==> src/hdl/ufit_pkg.sv <==
// Package for the frame interval timer: register map, fields, resets
// Assumes a 32-bit register port with word addresses as byte offsets
package ufit_pkg;
    localparam logic [7:0] UFIT_OFS_INTERVAL = 8'h34;
    localparam logic [7:0] UFIT_OFS_REMAIN = 8'h38;
    localparam int UFIT_TOGGLE_BIT = 31;
    localparam int UFIT_BUDGET_LSB = 16;
    localparam int UFIT_BUDGET_W = 15;
    localparam int UFIT_FI_W = 14;
    localparam logic [13:0] UFIT_FI_RESET = 14'h2edf;
    localparam logic [14:0] UFIT_BUDGET_RESET = 15'h0000;
    localparam logic [31:0] UFIT_RD_UNMAPPED = 32'h0000_0000;
    // Bit-time rate: full speed, 12 Mbit/s against a 10 MHz clock is
    // modelled by an external bit-time enable; divider ratio below is
    // not used anywhere in the design
    localparam logic [3:0] UFIT_BIT_DIV = 4'h1;
endpackage

==> src/hdl/ufit_count_if.sv <==
// Interface between register file and the frame countdown core
// Assumes both ends run on the same clock
`timescale 1ns/1ns
interface ufit_count_if;
    logic [13:0] frame_interval;
    logic interval_toggle;
    logic run;
    logic start;
    logic bit_en;
    logic [13:0] frame_remaining;
    logic remaining_toggle;
    logic frame_start;
    modport regs (output frame_interval, output interval_toggle,
        output run, output start, output bit_en,
        input frame_remaining, input remaining_toggle, input frame_start);
    modport core (input frame_interval, input interval_toggle,
        input run, input start, input bit_en,
        output frame_remaining, output remaining_toggle,
        output frame_start);
endinterface

==> src/hdl/ufit_frame_core.sv <==
// Frame remaining down counter and toggle copy
// Assumes bit_en is a one-cycle pulse per USB bit time
`timescale 1ns/1ns
module ufit_frame_core
    import ufit_pkg::*;
(
    input wire logic i_clk,
    input wire logic i_rst,
    ufit_count_if.core cif
);
    typedef struct packed {
        logic [13:0] rem;
        logic tog;
        logic sof;
    } ufit_core_t;
    ufit_core_t st;
    ufit_core_t next_st;

    // ****************************************
    // Countdown and reload
    // ****************************************
    always_comb
    begin
        next_st = st;
        next_st.sof = 1'b0;
        if (cif.start)
        begin
            next_st.rem = cif.frame_interval;
        end
        else if (cif.run && cif.bit_en)
        begin
            if (st.rem == '0)
            begin
                next_st.rem = cif.frame_interval;
                next_st.tog = cif.interval_toggle;
                next_st.sof = 1'b1;
            end
            else
            begin
                next_st.rem = st.rem - 14'h0001;
            end
        end
    end

    // State register
    always_ff @(posedge i_clk)
    begin
        if (i_rst)
        begin
            st <= '0;
        end
        else
        begin
            st <= next_st;
        end
    end

    assign cif.frame_remaining = st.rem;
    assign cif.remaining_toggle = st.tog;
    assign cif.frame_start = st.sof;

    property p_reload;
        @(posedge i_clk) disable iff (i_rst)
        (cif.run && cif.bit_en && !cif.start && st.rem == '0)
            |=> (st.rem == $past(cif.frame_interval) && st.sof);
    endproperty
    a_reload: assert property (p_reload) else $error("no reload");
    property p_dec;
        @(posedge i_clk) disable iff (i_rst)
        (cif.run && cif.bit_en && !cif.start && st.rem != '0)
            |=> st.rem == $past(st.rem) - 14'h0001;
    endproperty
    a_dec: assert property (p_dec) else $error("no decrement");
    property p_tog;
        @(posedge i_clk) disable iff (i_rst)
        st.sof |-> st.tog == $past(cif.interval_toggle);
    endproperty
    a_tog: assert property (p_tog) else $error("toggle not copied");
    property p_start;
        @(posedge i_clk) disable iff (i_rst)
        cif.start |=> st.rem == $past(cif.frame_interval);
    endproperty
    a_start: assert property (p_start) else $error("no start load");
    property p_hold;
        @(posedge i_clk) disable iff (i_rst)
        (!cif.start && !cif.bit_en) |=> $stable(st.rem);
    endproperty
    a_hold: assert property (p_hold) else $error("moved off bit");
endmodule

==> src/hdl/ufit_top.sv <==
// Frame interval timer: interval register, remaining counter, budget
// Assumes a simple synchronous register port and a bit-time enable
`timescale 1ns/1ns
module ufit_top
    import ufit_pkg::*;
(
    input wire logic i_clk,
    input wire logic i_rst,
    input wire logic i_bit_en,
    input wire logic i_operational,
    input wire logic i_wr,
    input wire logic i_rd,
    input wire logic [7:0] i_addr,
    input wire logic [31:0] i_wdata,
    input wire logic i_xfer_start,
    input wire logic [14:0] i_xfer_bits,
    output logic [31:0] o_rdata,
    output logic o_sof,
    output logic o_xfer_ok,
    output logic [14:0] o_budget
);
    typedef struct packed {
        logic tog;
        logic [14:0] budget_cfg;
        logic [13:0] fi;
        logic [14:0] budget;
        logic op_d;
        logic [31:0] rdata;
    } ufit_top_t;
    ufit_top_t st;
    ufit_top_t next_st;
    ufit_count_if cif();

    // ****************************************
    // Countdown core
    // ****************************************
    ufit_frame_core u_core (
        .i_clk(i_clk),
        .i_rst(i_rst),
        .cif(cif)
    );

    // Drive the core controls
    assign cif.frame_interval = st.fi;
    assign cif.interval_toggle = st.tog;
    assign cif.run = i_operational;
    assign cif.start = i_operational && !st.op_d;
    assign cif.bit_en = i_bit_en;

    // Transaction gate against the remaining budget
    assign o_xfer_ok = (i_xfer_bits <= st.budget);

    // ****************************************
    // Registers and budget counter
    // ****************************************
    always_comb
    begin
        next_st = st;
        next_st.op_d = i_operational;
        if (i_wr && i_addr == UFIT_OFS_INTERVAL)
        begin
            next_st.tog = i_wdata[UFIT_TOGGLE_BIT];
            next_st.budget_cfg = i_wdata[UFIT_BUDGET_LSB +: UFIT_BUDGET_W];
            next_st.fi = i_wdata[UFIT_FI_W-1:0];
        end
        // Budget reloads at frame start, else spends granted bits
        if (cif.frame_start)
        begin
            next_st.budget = st.budget_cfg;
        end
        else if (i_xfer_start && o_xfer_ok)
        begin
            next_st.budget = st.budget - i_xfer_bits;
        end
        next_st.rdata = st.rdata;
        if (i_rd)
        begin
            case (i_addr)
                UFIT_OFS_INTERVAL:
                    next_st.rdata = {st.tog, st.budget_cfg, 2'b00, st.fi};
                UFIT_OFS_REMAIN:
                    next_st.rdata = {cif.remaining_toggle, 17'h00000,
                        cif.frame_remaining};
                default:
                    next_st.rdata = UFIT_RD_UNMAPPED;
            endcase
        end
    end

    // State register with documented reset values
    always_ff @(posedge i_clk)
    begin
        if (i_rst)
        begin
            st <= '0;
            st.fi <= UFIT_FI_RESET;
            st.budget_cfg <= UFIT_BUDGET_RESET;
        end
        else
        begin
            st <= next_st;
        end
    end

    assign o_rdata = st.rdata;
    assign o_sof = cif.frame_start;
    assign o_budget = st.budget;

    property p_fi_reset;
        @(posedge i_clk) i_rst |=> st.fi == UFIT_FI_RESET;
    endproperty
    a_fi_reset: assert property (p_fi_reset) else $error("bad reset");
    property p_budget;
        @(posedge i_clk) disable iff (i_rst)
        cif.frame_start |=> st.budget == $past(st.budget_cfg);
    endproperty
    a_budget: assert property (p_budget) else $error("no budget");
    // A refused transaction must leave the budget untouched
    property p_gate;
        @(posedge i_clk) disable iff (i_rst)
        (i_xfer_start && !o_xfer_ok && !cif.frame_start)
            |=> o_budget == $past(o_budget);
    endproperty
    a_gate: assert property (p_gate) else $error("over budget");
endmodule

==> config.mk <==
export PLATFORM = sky130hd
export DESIGN_NAME = ufit_top
export DESIGN_NICKNAME = d
export VERILOG_FILES = /design/src/hdl/ufit_pkg.sv /design/src/hdl/ufit_count_if.sv /design/src/hdl/ufit_frame_core.sv /design/src/hdl/ufit_top.sv
export SDC_FILE = /design/constraint.sdc
export NUM_CORES = 1
export LEC_CHECK = 0
export BUFFER_PORTS_ARGS = -buffer_cell sky130_fd_sc_hd__buf_2
export CAP_MARGIN = 10
export CORE_MARGIN = 8
export CORE_UTILIZATION = 59
export DETAILED_ROUTE_END_ITERATION = 12
export PLACE_DENSITY = 0.95
export SLEW_MARGIN = 40
export SYNTH_ARGS = -nofsm -noshare
export SYNTH_HDL_FRONTEND = slang
export SYNTH_SLANG_ARGS = --single-unit
==> constraint.sdc <==
create_clock -name i_clk -period 7.9 [get_ports i_clk]
set_clock_uncertainty 0.2 [all_clocks]
set_input_delay 0.79 -clock i_clk [delete_from_list [all_inputs] [get_ports i_clk]]
set_output_delay 0.79 -clock i_clk [all_outputs]
set_load 0.005 [all_outputs]
==> results_dict.tcl, run 1 <==
set metrics [dict create \
    crit_path_max_incr_delay_ns 0.43 \
    core_area_um2 8590 \
    fin_nets 765 \
    cp-end-kind "output pin" \
    fin_crit_sh_pct 46.2 \
    cp-start-kind "input pin" \
    hold_path.class "reg -> reg" \
    start_util_pct 59.9 \
    crit_family "simple AND/OR/NAND/NOR gates" \
    ctsResizeCount 0 \
    cts-htree-levels 3 \
    synthesis.area_um2 5140 \
    drt-initial-drc-count 449 \
    crit_chain "buf_2, inv_1, ha_1, nand2_2, or3_4, o21ba_2, or2_2, nor2_1, nor3_1, buf_2" \
    synth_seq_cells 92 \
    io_buffers 106 \
    synth_top_cell_by_area "dfxtp_1" \
    grt_overflow_total 0 \
    synth_cell_types 72 \
    hpwl_um 9780 \
    pre_cts_ws_ns 4.20 \
    grt_first_pass_wirelength_um 21200 \
    synthCells 648 \
    fmax_mhz 274 \
    cp.required_ns 6.91 \
    ys.flop_type "dfxtp_1" \
    critPathMostFrequentCell "buf_2" \
    maxCapViolCount 0 \
    avgSynthCellArea_um2 7.94 \
    fp.dieH_um 109 \
    fillers 757 \
    cts_buffer_depth 2 \
    worstPathArrival_ns 2.66 \
    synthArstFlopShare_pct 0 \
    clk_pin_slew_ns 0.09 \
    netlist_top_cells_count "92 x dfxtp_1, 89 x nand2_1, 59 x a21oi_1" \
    avgViaCountPerCell 5.93 \
    final_area_um2 5540 \
    p_leak_nw 2.36 \
    diodes 0 \
    rsz0062_at_grt "no" \
    cts_setup_buffers 0 \
    grt_antenna_before_repair 0 \
    die_area_um2 12000 \
    critPathBufInv 3 \
    setup_violations 0 \
    criticalPathCategory "in -> out" \
    hold_violations 0 \
    wirelength_um 13300 \
    wl_per_cell_um 16.6 \
    slew_viol_final 0 \
    first_pass_iters 5 \
    cts_tree "done" \
    clock_latency_ns 0.36 \
    min_period_ns 3.65 \
    pin_count 111 \
    place.gp.congestion 0.892 \
    grt_max_degree 96 \
    cts-root-buf "clkbuf_8" \
    vias 4742 \
    grt_usage_pct 22.1 \
    max-slew-margin-rel_pct 44.5 \
    power_density_nw_per_um2 161 \
    grt_pass1_vias 4352 \
    drc 0 \
    synth-edff-count 0 \
    drive_gt1_share_pct 21.4 \
    rows 34 \
    post-route-util_pct 64.5 \
    yosys.area.top_type_share_pct 35.8 \
    die_w_um 109 \
    final_antenna_net_count 0 \
    fin_tns_setup_ns 0 \
    hold_ws_ns 0.270 \
    ir_worst_vdd_mv 0.0951 \
    post-synth-top-count-cell "dfxtp_1" \
    synth_seq_area_share_pct 35.8 \
    cts_buffers 9 \
    cts_hold_buf 0 \
    cts_num_sinks 92 \
    yosysWarnings 0 \
    setup_slack_ns 4.25 \
    area_growth_pct 7.69 \
    synth_area_leaders "dfxtp_1 36%, buf_4 7.0%, nand2_1 6.5%" \
    slowest_stage "ha_1" \
    r2r_slack_ns 4.76 \
    status "finished clean" \
    placed_area_um2 5340 \
    path_max_fanout 8 \
    tightest_slew_ns 0.828 \
]
## worst reg2reg max path, delay by kind of cell (launching register included)
| kind | cells | cell delay (ns) |
|---|---|---|
| AND/OR/NAND/NOR | 2 | 0.49 |
| adder cells (fa/ha/maj) | 1 | 0.45 |
| flip-flops | 1 | 0.34 |
| AO/OA/AOI/OAI | 3 | 1.11 |
| multiplexers | 1 | 0.42 |
## sequential cells by signal, indices dropped and copies added (netlist names)
register                     cells
o_rdata                         30
st                              16
o_budget                        15
cif.frame_interval              14
u_core.cif.frame_remaining      14
cif.interval_toggle              1
u_core.cif.frame_start           1
u_core.cif.remaining_toggle      1
## report_power, final
part           leakage, nW  total (mW)  internal, mW  switching, mW
registers            0.747       0.481         0.473        0.00890
logic                 1.53      0.0973        0.0417         0.0556
clock network       0.0845       0.311         0.146          0.166
total                 2.36       0.890         0.660          0.230
## per-stage QoR
stage          instances  total power [mW]
3_5_place_dp         783             0.587
6_report             799             0.890
3_3_place_gp         783             0.583
5_1_grt              799             0.922
2_1_floorplan        649             0.560
4_1_cts              799             0.890
## final timing paths
kind / from / endpoint / depth (start not counted)
setup / recovery: i_xfer_bits[7] / o_xfer_ok / 10
hold / removal: o_rdata[19] / o_rdata[19] / 2
setup reg to reg: o_budget[7] / o_budget[2] / 7
hold reg to reg: o_rdata[19] / o_rdata[19] / 2
## metal layers
layer	part of all wire [%]	wire length (um)	track usage (%)	up-vias
met5	0	0	0	-
met1	44	5850	30.8	2183
met4	2.4	318	8.29	0
met2	44	5800	32.6	222
met3	9.9	1310	4.87	27
li1	-	-	-	2310
## cell families (layout without fill, tap and decap cells)
kind of cell,after synthesis,after routing,share of synthesized area (%)
and+or+nand+nor,241,241,22.7
AOI/OAI and AO/OA,174,174,22.9
buffers and inverters,112,154,12.2
DFF,92,92,35.8
adders and majority gates,17,17,4.28
xor gates and xnor gates,7,7,1.19
muxes,4,4,0.827
other,1,2,0.0729
## layout by cell type (no fill, tap or decap), drive strengths merged, types with 5 or more instances in the layout
cell type,n
a21oi,59
xnor2,5
a211oi,17
ha,16
nand4,5
a31oi,6
nor3,8
o21bai,5
nand2,91
inv,27
nand2b,19
nor2,55
buf,110
clkbuf,10
a22oi,17
dfxtp,92
nand3,21
nand3b,16
a21o,5
nor3b,6
o21ai,23
## cell type report
| type | count | area [um2] | area share [%] |
|---|---|---|---|
| repair buffers | 110 | 567 | 10.2 |
| clock buffers | 10 | 128 | 2.30 |
| multi-input cells | 445 | 2700 | 48.7 |
| well taps | 108 | 135 | 2.44 |
| flip-flops and latches | 92 | 1840 | 33.3 |
| clock inverters | 6 | 65.1 | 1.17 |
| inverters | 28 | 105 | 1.90 |
No activity file was read; power rests on OpenSTA's default activity.
==> run 2: changes to the inputs <==
--- a/config.mk
+++ b/config.mk
@@ -5,12 +5,13 @@
 export SDC_FILE = /design/constraint.sdc
 export NUM_CORES = 1
 export LEC_CHECK = 0
+export ABC_AREA = 1
 export BUFFER_PORTS_ARGS = -buffer_cell sky130_fd_sc_hd__buf_2
 export CAP_MARGIN = 10
 export CORE_MARGIN = 8
-export CORE_UTILIZATION = 59
+export CORE_UTILIZATION = 56
 export DETAILED_ROUTE_END_ITERATION = 12
-export PLACE_DENSITY = 0.95
+export PLACE_DENSITY = 0.92
 export SLEW_MARGIN = 40
 export SYNTH_ARGS = -nofsm -noshare
 export SYNTH_HDL_FRONTEND = slang
==> constraint.sdc (replaced) <==
create_clock -name i_clk -period 3.4 [get_ports i_clk]
set_clock_uncertainty 0.2 [all_clocks]
set_input_delay 0.34 -clock i_clk [delete_from_list [all_inputs] [get_ports i_clk]]
set_output_delay 0.34 -clock i_clk [all_outputs]
set_load 0.005 [all_outputs]
==> run 2 against run 1 <==
Hold slack worse by 0.26 ns; sequential power up 130%; largest cell class unchanged; setup slack worse by 3.3 ns; non-clock buffer count up 11; via count up 13%; final area up 7.6%; combinational power rose to 3.0 times the previous value; first-iteration DRC count down 21%; sequential cell count unchanged; critical path type is now reg -> out; utilization down 2.3 points.
==> results_dict.tcl, run 2 <==
set metrics [dict create \
    critPathMostFrequentCell "nand2_1" \
    start_util_pct 56.6 \
    slowest_stage "dfxtp_1" \
    p_seq_share_pct 52.6 \
    pre_cts_ws_ns 1.04 \
    post-synth-top-count-cell "nand2_1" \
    drc 0 \
    synthCells 813 \
    max-slew-margin-rel_pct 56.9 \
    fin_tns_setup_ns 0 \
    cts-root-buf "clkbuf_8" \
    cp-end-kind "output pin" \
    avgSynthCellArea_um2 6.68 \
    wirelength_um 14300 \
    setup_violations 0 \
    path_max_fanout 5 \
    switching_share_pct 29.7 \
    final_common_cell "nand2_1" \
    power_density_nw_per_um2 360 \
    tightest_slew_ns 0.646 \
    fin_crit_sh_pct 70.6 \
    fillers 890 \
    final_cell_mix "196 x nand2_1, 121 x inv_1, 105 x buf_2, 92 x dfxtp_1, 69 x a21oi_1" \
    largest_reg_flops 30 \
    criticalPathCategory "reg -> out" \
    worstPathArrival_ns 1.86 \
    grt_first_pass_wirelength_um 23400 \
    cp.required_ns 2.86 \
    die_area_um2 13100 \
    setup_slack_ns 0.998 \
    hold_path.class "in -> reg" \
    crit_path_max_incr_delay_ns 0.37 \
    synth_seq_area_share_pct 33.9 \
    netlist_top_cells_count "196 x nand2_1, 122 x inv_1, 92 x dfxtp_1" \
    place.gp.congestion 0.949 \
    min_period_ns 2.40 \
    maxCapViolCount 0 \
    fmax_mhz 416 \
    hpwl_um 10200 \
    clkPwrFrac_pct 33.7 \
    synth_cell_types 38 \
    status "finished clean" \
    cts_buffers 9 \
    fin_nets 944 \
    synth_top_cell_by_area "dfxtp_1" \
    synth_seq_cells 92 \
    core_area_um2 9590 \
    synthArstFlopShare_pct 0 \
    hold_violations 0 \
    ir_worst_vdd_mv 0.310 \
    drt-initial-drc-count 355 \
    drive_gt1_share_pct 16.9 \
    cp-start-kind "register" \
    synthesis.area_um2 5430 \
    yosysWarnings 0 \
    ys.flop_type "dfxtp_1" \
    wl_per_cell_um 14.2 \
    yosys.area.top_type_share_pct 33.9 \
    p_leak_nw 3.04 \
    cts_setup_buffers 0 \
    vias 5355 \
    cts_tree "done" \
    cts_buffer_depth 2 \
    comb_power_share_pct 13.7 \
    final_antenna_net_count 0 \
    grt_pass1_vias 5178 \
    rsz0062_at_grt "no" \
    synth_area_leaders "dfxtp_1 34%, nand2_1 14%, inv_1 8.4%" \
    grt_usage_pct 21.8 \
    pin_count 111 \
    first_pass_iters 7 \
    clk_pin_slew_ns 0.11 \
    p_int_mw 1.51 \
    area_growth_pct 9.82 \
    ctsResizeCount 0 \
    cts-htree-levels 3 \
    cts_num_sinks 92 \
    die_w_um 114 \
    rows 36 \
    fp.dieH_um 114 \
    slew_viol_final 0 \
    grt_max_degree 61 \
    crit_chain "ha_1, nand2_1, inv_1, nand2_1, nor2_1, nand4_1, nand3_2, buf_2" \
    grt_antenna_before_repair 2 \
    grt_overflow_total 0 \
    io_buffers 106 \
    synth-edff-count 0 \
    p_switching_mw 0.637 \
    clock_latency_ns 0.37 \
    avgViaCountPerCell 5.33 \
]
-- run 2: cell types whose count changed after synthesis, sizes merged, moves of 10 or more --
cell,previous run,this run
nand3b,16,2
o221ai,1,15
inv,27,123
a21oi,59,69
a22oi,17,0
a211oi,17,0
nand2b,19,0
nand2,91,202
clkbuf,32,20
o21ai,23,60
nand3,21,52
-- run 2: kinds of logic (layout without fill, tap and decap cells) --
| family | Yosys count | in the layout | synth area share [%] |
|---|---|---|---|
| other | 1 | 3 | 0.0691 |
| AND/OR/NAND/NOR | 328 | 328 | 25.9 |
| XOR/XNOR | 11 | 11 | 1.77 |
| buffers and inverters | 205 | 261 | 18.0 |
| adder cells (fa/ha/maj) | 17 | 17 | 4.06 |
| flip-flops | 92 | 92 | 33.9 |
| AO/OA/AOI/OAI | 159 | 159 | 16.2 |
-- run 2: area by class of cell --
cell class,count,area (um2),area share (%)
Multi-Input combinational cell,517,2620,43.9
Sequential cell,92,1840,30.9
Timing Repair Buffer,121,681,11.4
Inverter,124,465,7.81
Tap cell,133,166,2.79
Clock buffer,9,124,2.08
Clock inverter,7,66.3,1.11
Antenna cell,1,2.50,0.0420
-- run 2: critical path, delay by kind of cell (launching register included) --
kind / cells / cell delay [ns]
and+or+nand+nor: 5 / 0.56
DFF: 1 / 0.37
adders and majority gates: 1 / 0.36
buffers and inverters: 2 / 0.20
-- run 2: worst paths after layout --
| check | from | depth (start not counted) | slack, ns | end |
|---|---|---|---|---|
| hold reg to reg | st[68] | 2 | 0.26 | o_rdata[22] |
| setup / recovery | o_budget[7] | 8 | 1.0 | o_xfer_ok |
| setup reg to reg | o_budget[0] | 13 | 1.11 | o_budget[6] |
| hold / removal | i_operational | 3 | 0.007 | st[32] |
-- run 2: layer usage --
metal / wire [um] / track usage, % / vias to the layer above
li1: - / - / 2657
met1: 6040 / 26.5 / 2399
met2: 6580 / 36.5 / 258
met3: 1200 / 4.59 / 39
met4: 461 / 9.41 / 2
met5: 13 / 0 / -
-- run 2: power groups by stage --
stage / Sequential [mW] / Combinational, mW / Clock, mW
final: 1.13 / 0.293 / 0.724
after global routing: 1.13 / 0.329 / 0.771
after CTS: 1.13 / 0.289 / 0.732
after detailed placement: 1.15 / 0.279 / 0
after global placement: 1.15 / 0.273 / 0
after floorplan: 1.15 / 0.213 / 0
-- run 2: repair_timing --
action | in CTS | in global routing
setup endpoints to repair | 0 | 0
hold buffers | 9 | 0
hold endpoints to repair | 9 | 0
-- run 2: stage by stage --
stage | utilization [%] | cell area, um2 | hold slack (ns) | std cells | power (mW)
2_1_floorplan | - | 5430 | 0.230 | 814 | 1.36
3_3_place_gp | 59.1 | 5670 | 0.246 | 978 | 1.42
3_5_place_dp | 59.2 | 5680 | 0.251 | 978 | 1.43
4_1_cts | 62.1 | 5960 | 0.00521 | 1003 | 2.15
5_1_grt | 62.1 | 5960 | 0.0269 | 1004 | 2.23
6_report | 62.1 | 5960 | 0.00710 | 1004 | 2.15
